==> src/ivfm_defs.vh <==
`ifndef IVFM_DEFS_VH
`define IVFM_DEFS_VH

// Register indices; the Wishbone byte address is four times the index.
`define IVFM_FLAG0_IDX  12'h800
`define IVFM_FLAG1_IDX  12'h802
`define IVFM_FLAG2_IDX  12'h804
`define IVFM_FLAG3_IDX  12'h806
`define IVFM_FLAG4_IDX  12'h808
`define IVFM_FLAG5_IDX  12'h80a
`define IVFM_FLAG6_IDX  12'h80c
`define IVFM_FLAG7_IDX  12'h80e
`define IVFM_FLAG10_IDX 12'h814
`define IVFM_FLAG11_IDX 12'h816
`define IVFM_EN_DELTA   12'h020
`define IVFM_PRI30_IDX  12'h87c
`define IVFM_PRI31_IDX  12'h87e
`define IVFM_PRI42_IDX  12'h894
`define IVFM_PRI43_IDX  12'h896
`define IVFM_PRI44_IDX  12'h898
`define IVFM_PRI45_IDX  12'h89a
`define IVFM_PRI47_IDX  12'h89e
`define IVFM_STAT_IDX   12'h8c0

// Implemented flag positions per flag register.
`define IVFM_MASK0  16'hffdf
`define IVFM_MASK1  16'h7dbf
`define IVFM_MASK2  16'h2318
`define IVFM_MASK3  16'ha70f
`define IVFM_MASK4  16'h2879
`define IVFM_MASK5  16'hfcfe
`define IVFM_MASK6  16'h1fff
`define IVFM_MASK7  16'hfff0
`define IVFM_MASK10 16'hfe00
`define IVFM_MASK11 16'he01f
`define IVFM_PRI_MASK 16'h7777

// Reset values.
`define IVFM_FLAG_RST 16'h0000
`define IVFM_EN_RST   16'h0000
`define IVFM_PRI_RST  16'h0000

// Flag bit positions of the vectored sources.
`define IVFM_FLT_LSB  8
`define IVFM_CLCR_LSB 12
`define IVFM_SPI_LSB  14
`define IVFM_PWM_LSB  9
`define IVFM_UART_LSB 13

// Vector numbering.
`define IVFM_VEC_BASE   8'h80
`define IVFM_VEC_SPAN   72
`define IVFM_IRQ_OFFSET 8'h08
`define IVFM_VT_BASE    24'h000004

`endif

==> src/ivfm_reg16.v <==
`timescale 1ns/1ps
module ivfm_reg16 #(
    parameter [15:0] IMPL = 16'hffff,
    parameter [15:0] RST  = 16'h0000
) (
    input  wire        clk_i,
    input  wire        rst_i,
    input  wire        wr_i,
    input  wire [15:0] wmask_i,
    input  wire [15:0] wdata_i,
    input  wire [15:0] set_i,
    output wire [15:0] q_o
);
    reg  [15:0] q_r;
    wire [15:0] q_nxt;

    // Set wins over a clear that lands in the same cycle.
    assign q_nxt = ((wr_i ? ((q_r & ~wmask_i) | (wdata_i & wmask_i)) : q_r) | set_i) & IMPL;
    assign q_o   = q_r;

    always @(posedge clk_i)
    begin
        if (rst_i)
            q_r <= RST & IMPL;
        else
            q_r <= q_nxt;
    end
endmodule // ivfm_reg16

==> src/ivfm_top.v <==
`timescale 1ns/1ps
`include "ivfm_defs.vh"
module ivfm_top (
    input  wire         clk_i,
    input  wire         rst_i,
    input  wire         cyc_i,
    input  wire         stb_i,
    input  wire         we_i,
    input  wire [13:0]  adr_i,
    input  wire [3:0]   sel_i,
    input  wire [31:0]  dat_i,
    output wire [31:0]  dat_o,
    output wire         ack_o,
    input  wire [111:0] lower_event_i,
    input  wire [3:0]   comparator_event_i,
    input  wire [3:0]   oversample_filter_event_i,
    input  wire [3:0]   logic_cell_rising_i,
    input  wire [3:0]   logic_cell_falling_i,
    input  wire [1:0]   serial_port_error_i,
    input  wire [5:0]   pwm_event_i,
    input  wire [2:0]   uart_event_i,
    output wire         irq_req_o,
    output wire [7:0]   irq_vector_o,
    output wire [7:0]   irq_number_o,
    output wire [23:0]  irq_table_addr_o,
    output wire [2:0]   irq_priority_o,
    output wire         irq_other_o
);
    localparam NFLAG = 10;
    localparam NPRI  = 7;
    localparam NSRC  = `IVFM_VEC_SPAN;

    localparam [NFLAG*12-1:0] FLAG_IDX = {
        `IVFM_FLAG11_IDX, `IVFM_FLAG10_IDX, `IVFM_FLAG7_IDX, `IVFM_FLAG6_IDX,
        `IVFM_FLAG5_IDX, `IVFM_FLAG4_IDX, `IVFM_FLAG3_IDX, `IVFM_FLAG2_IDX,
        `IVFM_FLAG1_IDX, `IVFM_FLAG0_IDX};
    localparam [NFLAG*16-1:0] FLAG_MASK = {
        `IVFM_MASK11, `IVFM_MASK10, `IVFM_MASK7, `IVFM_MASK6,
        `IVFM_MASK5, `IVFM_MASK4, `IVFM_MASK3, `IVFM_MASK2,
        `IVFM_MASK1, `IVFM_MASK0};
    localparam [NPRI*12-1:0] PRI_IDX = {
        `IVFM_PRI47_IDX, `IVFM_PRI45_IDX, `IVFM_PRI44_IDX, `IVFM_PRI43_IDX,
        `IVFM_PRI42_IDX, `IVFM_PRI31_IDX, `IVFM_PRI30_IDX};

    reg          ack_r;
    wire         ack_nxt;
    reg  [31:0]  dat_r;
    reg  [31:0]  dat_nxt;
    reg          irq_req_r;
    reg  [7:0]   irq_vector_r;
    reg  [7:0]   irq_number_r;
    reg  [23:0]  irq_table_addr_r;
    reg  [2:0]   irq_priority_r;
    reg          irq_other_r;

    wire [11:0]  idx;
    wire         wr_go;
    wire [15:0]  wmask;
    wire [NFLAG*16-1:0] flag_set;
    wire [NFLAG*16-1:0] flag_q;
    wire [NFLAG*16-1:0] en_q;
    wire [NPRI*16-1:0]  pri_q;
    wire [NSRC-1:0]     pend;
    wire [NSRC*3-1:0]   pri_w;

    reg          found;
    reg  [2:0]   best_pri;
    reg  [6:0]   best_idx;
    reg          hit;
    reg  [7:0]   best_vec;
    integer      i;

    assign idx   = adr_i[13:2];
    assign wmask = {{8{sel_i[1]}}, {8{sel_i[0]}}};

    // A write lands on the edge where the master samples ack, so it happens once.
    assign wr_go   = cyc_i & stb_i & we_i & ack_r;
    assign ack_nxt = cyc_i & stb_i & ~ack_r;

    // Source events into the flag registers.
    assign flag_set[7*16-1:0] = lower_event_i;
    assign flag_set[7*16+:16] = {serial_port_error_i[1],
                                 serial_port_error_i[0],
                                 logic_cell_rising_i[1:0],
                                 oversample_filter_event_i,
                                 comparator_event_i,
                                 4'h0};
    assign flag_set[8*16+:16] = {logic_cell_rising_i[2], pwm_event_i, 9'h000};
    assign flag_set[9*16+:16] = {uart_event_i, 8'h00,
                                 logic_cell_falling_i,
                                 logic_cell_rising_i[3]};

    genvar g;
    generate
        for (g = 0; g < NFLAG; g = g + 1)
        begin : g_flag
            ivfm_reg16 #(
                .IMPL (FLAG_MASK[g*16+:16]),
                .RST  (`IVFM_FLAG_RST)
            ) u_flag (
                .clk_i   (clk_i),
                .rst_i   (rst_i),
                .wr_i    (wr_go && (idx == FLAG_IDX[g*12+:12])),
                .wmask_i (wmask),
                .wdata_i (dat_i[15:0]),
                .set_i   (flag_set[g*16+:16]),
                .q_o     (flag_q[g*16+:16])
            );
            ivfm_reg16 #(
                .IMPL (FLAG_MASK[g*16+:16]),
                .RST  (`IVFM_EN_RST)
            ) u_en (
                .clk_i   (clk_i),
                .rst_i   (rst_i),
                .wr_i    (wr_go && (idx == FLAG_IDX[g*12+:12] + `IVFM_EN_DELTA)),
                .wmask_i (wmask),
                .wdata_i (dat_i[15:0]),
                .set_i   (16'h0000),
                .q_o     (en_q[g*16+:16])
            );
        end
        for (g = 0; g < NPRI; g = g + 1)
        begin : g_pri
            ivfm_reg16 #(
                .IMPL (`IVFM_PRI_MASK),
                .RST  (`IVFM_PRI_RST)
            ) u_pri (
                .clk_i   (clk_i),
                .rst_i   (rst_i),
                .wr_i    (wr_go && (idx == PRI_IDX[g*12+:12])),
                .wmask_i (wmask),
                .wdata_i (dat_i[15:0]),
                .set_i   (16'h0000),
                .q_o     (pri_q[g*16+:16])
            );
        end
    endgenerate

    // Pending sources indexed by vector minus 128; reserved vectors never pend.
    assign pend[3:0]   = flag_q[7*16+8+:4] & en_q[7*16+8+:4];
    assign pend[7:4]   = flag_q[7*16+12+:4] & en_q[7*16+12+:4];
    assign pend[48:8]  = 41'h0;
    assign pend[55:49] = flag_q[8*16+9+:7] & en_q[8*16+9+:7];
    assign pend[60:56] = flag_q[9*16+:5] & en_q[9*16+:5];
    assign pend[68:61] = 8'h00;
    assign pend[71:69] = flag_q[9*16+13+:3] & en_q[9*16+13+:3];

    // Priority fields per source, three bits each.
    assign pri_w[3*4-1:0] = {pri_q[0*16+12+:3], pri_q[0*16+8+:3],
                             pri_q[0*16+4+:3], pri_q[0*16+:3]};
    assign pri_w[3*8-1:3*4] = {pri_q[1*16+12+:3], pri_q[1*16+8+:3],
                               pri_q[1*16+4+:3], pri_q[1*16+:3]};
    assign pri_w[3*49-1:3*8] = 123'h0;
    assign pri_w[3*52-1:3*49] = {pri_q[2*16+12+:3], pri_q[2*16+8+:3],
                                 pri_q[2*16+4+:3]};
    assign pri_w[3*56-1:3*52] = {pri_q[3*16+12+:3], pri_q[3*16+8+:3],
                                 pri_q[3*16+4+:3], pri_q[3*16+:3]};
    assign pri_w[3*60-1:3*56] = {pri_q[4*16+12+:3], pri_q[4*16+8+:3],
                                 pri_q[4*16+4+:3], pri_q[4*16+:3]};
    assign pri_w[3*61-1:3*60] = pri_q[5*16+:3];
    assign pri_w[3*69-1:3*61] = 24'h0;
    assign pri_w[3*72-1:3*69] = {pri_q[6*16+12+:3], pri_q[6*16+8+:3],
                                 pri_q[6*16+4+:3]};

    // Highest priority wins; among equals the lower vector wins.
    // A full scan each cycle costs a long compare chain but adds no latency.
    always @*
    begin
        found    = 1'b0;
        best_pri = 3'h0;
        best_idx = 7'h00;
        for (i = 0; i < NSRC; i = i + 1)
        begin
            if (pend[i] && (!found || (pri_w[i*3+:3] > best_pri)))
            begin
                found    = 1'b1;
                best_pri = pri_w[i*3+:3];
                best_idx = i[6:0];
            end
        end
        best_vec = `IVFM_VEC_BASE | {1'b0, best_idx};
    end

    // Register read mux; unmapped words read as zero.
    always @*
    begin
        dat_nxt = 32'h0000_0000;
        hit     = 1'b0;
        for (i = 0; i < NFLAG; i = i + 1)
        begin
            if (idx == FLAG_IDX[i*12+:12])
            begin
                dat_nxt = {16'h0000, flag_q[i*16+:16]};
                hit     = 1'b1;
            end
            if (idx == FLAG_IDX[i*12+:12] + `IVFM_EN_DELTA)
            begin
                dat_nxt = {16'h0000, en_q[i*16+:16]};
                hit     = 1'b1;
            end
        end
        for (i = 0; i < NPRI; i = i + 1)
        begin
            if (idx == PRI_IDX[i*12+:12])
            begin
                dat_nxt = {16'h0000, pri_q[i*16+:16]};
                hit     = 1'b1;
            end
        end
        if (!hit && (idx == `IVFM_STAT_IDX))
            dat_nxt = {irq_req_r, 4'h0, irq_priority_r, 8'h00, irq_vector_r, irq_number_r};
    end

    always @(posedge clk_i)
    begin
        if (rst_i)
        begin
            ack_r            <= 1'b0;
            dat_r            <= 32'h0000_0000;
            irq_req_r        <= 1'b0;
            irq_vector_r     <= 8'h00;
            irq_number_r     <= 8'h00;
            irq_table_addr_r <= 24'h000000;
            irq_priority_r   <= 3'h0;
            irq_other_r      <= 1'b0;
        end
        else
        begin
            ack_r <= ack_nxt;
            if (ack_nxt)
                dat_r <= dat_nxt;
            irq_req_r        <= found;
            irq_vector_r     <= found ? best_vec : 8'h00;
            irq_number_r     <= found ? (best_vec - `IVFM_IRQ_OFFSET) : 8'h00;
            irq_table_addr_r <= found ? (`IVFM_VT_BASE + {15'h0000, best_vec, 1'b0}) : 24'h000000;
            irq_priority_r   <= found ? best_pri : 3'h0;
            irq_other_r      <= |((flag_q[7*16-1:0] & en_q[7*16-1:0])) |
                                |(flag_q[7*16+4+:4] & en_q[7*16+4+:4]);
        end
    end

    assign ack_o            = ack_r;
    assign dat_o            = dat_r;
    assign irq_req_o        = irq_req_r;
    assign irq_vector_o     = irq_vector_r;
    assign irq_number_o     = irq_number_r;
    assign irq_table_addr_o = irq_table_addr_r;
    assign irq_priority_o   = irq_priority_r;
    assign irq_other_o      = irq_other_r;
endmodule // ivfm_top
==> config.mk <==
export PLATFORM = sky130hd
export DESIGN_NAME = ivfm_top
export DESIGN_NICKNAME = d
export VERILOG_FILES = /design/src/ivfm_reg16.v /design/src/ivfm_top.v
export VERILOG_INCLUDE_DIRS = /design/src /design/src/src
export SDC_FILE = /design/constraint.sdc
export NUM_CORES = 1
export LEC_CHECK = 0
export BUFFER_PORTS_ARGS = -buffer_cell sky130_fd_sc_hd__clkbuf_2
export CELL_PAD_IN_SITES_DETAIL_PLACEMENT = 1
export CELL_PAD_IN_SITES_GLOBAL_PLACEMENT = 1
export CORE_ASPECT_RATIO = 0.7
export CORE_MARGIN = 3
export CORE_UTILIZATION = 40
export DETAILED_ROUTE_END_ITERATION = 10
export HOLD_SLACK_MARGIN = 0.08
export PLACE_DENSITY_LB_ADDON = 0.1
export SYNTH_ARGS = -nofsm -noshare
export SYNTH_HDL_FRONTEND = slang
export SYNTH_HIERARCHICAL = 1
export SYNTH_SLANG_ARGS = --single-unit
==> constraint.sdc <==
create_clock -name clk_i -period 73.4 [get_ports clk_i]
set_input_delay 3.67 -clock clk_i [delete_from_list [all_inputs] [get_ports clk_i]]
set_output_delay 3.67 -clock clk_i [all_outputs]
set_load 0.02 [all_outputs]
# Word level (Yosys, flattened, before mapping)
# Index checks and enable logic that the tools add are counted.
# op_classes
bitwise_logic,80
order_cmp,22
reduce_logical,98
mux,134
addsub,2
eq_ne,28
# ops
op,count
two-way mux 32 bit,27
== test 12 bit (second input constant),28
OR 16 bit,18
bitwise AND 16 bit,13
OR 15 bit,10
bitwise AND 15 bit,9
two-way mux 16 bit,7
OR reduction 112 bit,1
bitwise AND 109 bit,1
OR 14 bit,6
two-way mux 3 bit,27
two-way mux 6 bit,12
greater-than comparator 3 bit,22
bitwise AND 14 bit,4
two-way mux 1 bit,51
logical AND 1 bit,50
OR 13 bit,3
two-way mux 14 bit,2
bitwise AND 13 bit,2
logical NOT 1 bit,23
logical OR 1 bit,22
two-way mux 7 bit,3
NOT 16 bit,1
two-way mux 15 bit,1
other kinds (14),21
# word_totals
register_bits,430
word_cells,412
out_inout_bits,78
inputBits,194

# Depth between registers and ports, before layout
# logic_depth
word_depth,92
depth_mapped,181
ltp_nobuf,175

# By module
# The synthesis kept the hierarchy.
# modules_own_cells
mod,n_inst,cells_each,area_per_inst_um2,seq_area_each_um2
ivfm_top,1,1394,9466.6,900.9
ivfm_reg16 (g_flag[7].u_en ...),9,56,534.3,240.2
ivfm_reg16 (g_flag[1].u_en ...),6,60,586.8,260.2
ivfm_reg16 (g_flag[4].u_en ...),4,39,362.8,140.1
ivfm_reg16 (g_flag[0].u_en ...),2,66,634.4,300.3
ivfm_reg16 (g_flag[3].u_en ...),2,47,462.9,180.2
ivfm_reg16 (g_flag[9].u_en ...),2,44,429.2,160.2
ivfm_reg16 (g_flag[2].u_en ...),2,33,297.8,100.1

# Least setup slack after synthesis
# No wires, ideal clock.
# synth_path
kind,register to register
startpoint,reg g_flag[7].u_en.q_r[8]
endpoint,reg irq_table_addr_r[6] (netlist: irq_table_addr_o[6])
setup_time_ps,116
n_path_buf,6
slack_ps,42164
path_stages_with_launch,168
t_required_ps,73284
arrival_time_ps,31120
synth_period_minus_slack_ps,31236
path_cell_list,dfxtp_1 -> and2_1 -> nand2_1 -> ha_1 -> and3_1 -> a21oi_2 -> o211a_1 -> nor2_1 -> ha_1 -> and3_1 -> a211oi_1 -> nor2_1 -> a21boi_0 -> inv_1 -> ha_1 -> a21oi_1 -> a32o_1 -> a21oi_1 -> (+132 left out) -> ha_1 -> nor2b_1 -> o21ai_0 -> a32oi_1 -> a21oi_1 -> nor2_1 -> mux2i_1 -> ha_1 -> nor2b_1 -> o21a_1 -> o21ai_0 -> a21oi_1 -> nor3_1 -> o311ai_0 -> ha_1 -> nand2_1 -> xor2_1 -> nor2_1
# synth_rtl
element,line,text
"start, declared",ivfm_reg16.v:14,reg [15:0] q_r;
"start signal, assigned",ivfm_reg16.v:24,q_r <= RST & IMPL;
"start signal, assigned",ivfm_reg16.v:26,q_r <= q_nxt;
bitwise AND 4 bit *,ivfm_top.v:140,assign pend[3:0] = flag_q[7*16+8+:4] & en_q[7*16+8+:4];
two-way mux 3 bit or two-way mux 1 bit (tied branches),ivfm_top.v:174,if (pend[i] && (!found || (pri_w[i*3+:3] > best_pri)))
greater-than comparator 3 bit or logical NOT 1 bit (tied branches),ivfm_top.v:174,
logical OR 1 bit,ivfm_top.v:174,
logical AND 1 bit,ivfm_top.v:174,
two-way mux 3 bit or two-way mux 1 bit (tied branches),ivfm_top.v:174,
greater-than comparator 3 bit or logical NOT 1 bit (tied branches),ivfm_top.v:174,
logical OR 1 bit,ivfm_top.v:174,
(+76 left out),n/a,
logical AND 1 bit,ivfm_top.v:174,
two-way mux 3 bit or two-way mux 1 bit (tied branches),ivfm_top.v:174,
greater-than comparator 3 bit or logical NOT 1 bit (tied branches),ivfm_top.v:174,
logical OR 1 bit,ivfm_top.v:174,
logical AND 1 bit,ivfm_top.v:174,
two-way mux 7 bit *,ivfm_top.v:174,
via best_idx[2],ivfm_top.v:68,reg [6:0] best_idx;
adder 3 x 9 -> 10 bit (no source line) *,n/a,
"end signal, assigned",ivfm_top.v:235,"irq_table_addr_r <= found ? (`IVFM_VT_BASE + {15'h0000, best_vec, 1'b0}) : 24'h000000;"
"end, declared",ivfm_top.v:52,reg [23:0] irq_table_addr_r;
# Mark *: on every way through the listed nets, which the timed path passes. The rest lies on a longest branch.
# A chain may end at the register's enable or synchronous reset.

# Worst setup path in the final report
# layout_path
startpoint,reg g_flag[7].u_flag.q_r[8]
endpoint,reg irq_table_addr_r[6] (netlist: irq_table_addr_o[6])
# layout_rtl
element,line
"start, declared",ivfm_reg16.v:14
"start signal, assigned",ivfm_reg16.v:24
"start signal, assigned",ivfm_reg16.v:26
bitwise AND 4 bit *,ivfm_top.v:140
two-way mux 3 bit or two-way mux 1 bit (tied branches),ivfm_top.v:174
greater-than comparator 3 bit or logical NOT 1 bit (tied branches),ivfm_top.v:174
logical OR 1 bit,ivfm_top.v:174
logical AND 1 bit,ivfm_top.v:174
two-way mux 3 bit or two-way mux 1 bit (tied branches),ivfm_top.v:174
greater-than comparator 3 bit or logical NOT 1 bit (tied branches),ivfm_top.v:174
logical OR 1 bit,ivfm_top.v:174
(+76 left out),n/a
logical AND 1 bit,ivfm_top.v:174
two-way mux 3 bit or two-way mux 1 bit (tied branches),ivfm_top.v:174
greater-than comparator 3 bit or logical NOT 1 bit (tied branches),ivfm_top.v:174
logical OR 1 bit,ivfm_top.v:174
logical AND 1 bit,ivfm_top.v:174
two-way mux 7 bit *,ivfm_top.v:174
via best_idx[2],ivfm_top.v:68
adder 3 x 9 -> 10 bit (no source line) *,n/a
# Marks and branches as above.

==> out/results.txt <==
Routed WL = 118200 µm
Rows = 72
chip height = 206.2 µm
Post-synth top cells = nor2_1 (458), dfxtp_1 (333), a211oi_1 (303)
Area contributors post-synth = dfxtp_1 (29%), a311oi_1 (11%), a211oi_1 (9.9%)
Clock Latency Late Sink = 0.59 ns
clock-pin slew on the worst setup and hold paths = 0.06 ns
kind of critical path = reg -> reg
Tot Pwr = 0.5630 mW
Max Cap Viol = 0
core box area = 0.05594 mm²
post-CTS setup buffers = 0
Synth Flop Type = dfxtp_1
Via-to-Cell Ratio = 6.431
Post-DP HPWL = 86400 µm
Initial DRT Pass Iterations = 7
crit path DAT = 39.19 ns
post-layout util = 46.60%
TritonCTS buffer count = 37
Tightest Pin Transition = 1.304 ns
first-pass GRT wire length = 170900 µm
Slew Limit Headroom = 12.84%
Hold Crit Class = reg -> reg
Routed Antenna Nets = 0
top cell type by total area after synthesis = dfxtp_1
warnings from Yosys = 6
final net count = 3517
area delta synth->final = 13.85%
maximum VDD drop = 0.01341 mV
largest net degree at the start of global routing = 114
CP max stage cell = o311ai_2
WP data required = 73.83 ns
vias = 25940
EDFF count, synth = 0
Chip Width = 292.0 µm
Crit path largest cell delay = 0.67 ns
Avg WL per Cell = 29.30 µm
GPL Wtd Cong = 1.019
H-Tree Depth = 2
final worst path period need = 38.76 ns
share of the synthesized area in the top cell type = 29.12%
Fmax achieved = 25.80 MHz
hold_ws = 0.4613 ns
Hold Buf Count CTS = 0
PwrDens = 21.60 mW/mm²
synth unique cells = 103
post_cts resized = 0
root buffer cell = clkbuf_16
syn_area_per_cell = 8.195 µm²
#FFs+latches synth = 333
Die ar. = 0.06019 mm²
status = finished clean
CP Capture Type = flop
CTS tree = done
drt drc = 0
Hold Vio Cnt, Final = 0
top-count cell post-synth = nor2_1
grt ovf = 0
worst-path fanout max = 9
Port Buffers = 187
# setup viols final = 0
final worst-path cycle share = 52.81%
Seq/Total Area, Yosys = 29.12%
top-level I/O count = 272
GRT Total Usage = 38.25%
layout cell share with drive strength beyond 1 = 11.30%
Worst Skew = 0.02773 ns
Syn Inst Count = 2794
clk buf depth = 3
area of the mapped netlist = 0.02290 mm²
clk sinks = 333
vias in the first global route = 24700
total negative slack = 0 ns
first-iteration detailed-routing DRC count = 3152
RSZ-0062 raised after global routing = no
Worst setup SP type = flop
Crit path top cell by count = ha_1
max-slew violations = 0
initial antenna violation count = 4
Lkg Pwr = 10.39 nW
initial core utilization = 40.93%
Async S/R FF share, synth = 0%
## stage by stage
step	setup WS, ns	instances	area, µm²
after global routing	32.26	4032	26060
final	34.64	4034	26070
after CTS	35.66	4032	26060
after global placement	37.46	3968	24910
after floorplan	42.16	3310	24830
after detailed placement	35.94	3968	24910
## cell type report
type                            count  area [µm²]
Fill cell                        7042       29880
Multi-Input combinational cell   2588       15670
Sequential cell                   333        6666
Timing Repair Buffer              246        1411
Clock buffer                       55        1074
Tap cell                          740       925.9
Inverter                           61       229.0
Clock inverter                      9       83.83
Antenna cell                        2       5.005
## layer usage
| layer | up-vias | global-route usage [%] | share of wire, % | wire length (µm) |
|---|---|---|---|---|
| li1 | 11320 | - | - | - |
| met1 | 13150 | 58.37 | 47 | 55380 |
| met2 | 1314 | 53.42 | 40 | 46820 |
| met3 | 157 | 9.335 | 11 | 13540 |
| met4 | 4 | 8.237 | 2.1 | 2440 |
| met5 | - | 0 | 0.023 | 27 |
## cell usage in the layout (no fill, tap or decap), types with 8 or more instances in the layout
cell       Yosys  routed
a31oi_1       17      17
mux2_2        16      16
mux2i_1       34      34
o211ai_1      11      11
clkbuf_8       0       8
nand3b_1       8       8
clkbuf_16      0      37
and2_1        21      21
a221oi_1      41      41
nor2_1       458     457
ha_1          56      56
a22oi_1       58      58
buf_4        181      60
nor3_1        51      46
nand2_1      110     110
nor2b_1       20      17
inv_1         60      60
nand3_1       45      45
a22o_1        28      28
o21ai_0       76      76
clkbuf_2       0     183
a222oi_1      18      18
o22ai_1       37      37
o21a_1         9       9
conb_1        28     544
o221ai_1      14      14
nand4_1       21      21
clkbuf_1      77      10
a21oi_1      104     104
and3_1        21      21
a211oi_1     303     303
a311oi_1     292     292
dfxtp_1      333     333
## cells by family (layout without fill, tap and decap cells)
family,after synthesis,in the layout,share of synthesized area (%)
fa+ha+maj,57,57,3.104
xor+xnor,3,3,0.1148
compound gates,1123,1123,37.95
simple gates,810,810,15.85
buf+inv,389,371,11.08
mux,51,51,2.323
flops,333,333,29.12
other cells,28,546,0.4590
## worst max-delay path, delay by kind of cell (launching register included)
kind	cells	cell delay, ns
XOR/XNOR	1	0.16
AO/OA/AOI/OAI	75	18.21
AND/OR/NAND/NOR	48	10.15
adder cells (fa/ha/maj)	23	6.61
buffers and inverters	6	0.55
multiplexers	7	2.49
flip-flops	1	0.48
## state kept, by name, indices dropped and copies added (netlist names)
signal / count
irq_other_o: 1
g_flag.u_en/q_o: 102
g_pri.u_pri/q_o: 84
irq_number_o: 8
dat_o: 20
g_flag.u_flag/q_o: 102
irq_priority_o: 3
irq_vector_o: 4
irq_table_addr_o: 8
ack_o: 1
## worst paths after layout
check	start	to	slack (ns)	cells after the start
max reg2reg	g_flag[7].u_flag/q_o[8]$_SDFF_PP0_	irq_table_addr_o[6]$_SDFF_PP0_	34.64	160
max	g_flag[7].u_flag/q_o[8]$_SDFF_PP0_	irq_table_addr_o[6]$_SDFF_PP0_	34.64	160
min	dat_o[24]$_SDFFE_PP0P_	dat_o[24]$_SDFFE_PP0P_	0.46	2
min reg2reg	dat_o[24]$_SDFFE_PP0P_	dat_o[24]$_SDFFE_PP0P_	0.46	2
## power by group
group / leakage [nW] / internal (mW) / switching, mW
Combinational: 7.03 / 0.0539 / 0.0984
Clock: 0.568 / 0.105 / 0.0849
Sequential: 2.79 / 0.197 / 0.0242
Total: 10.4 / 0.355 / 0.207
No activity file was read; power rests on OpenSTA's default activity.
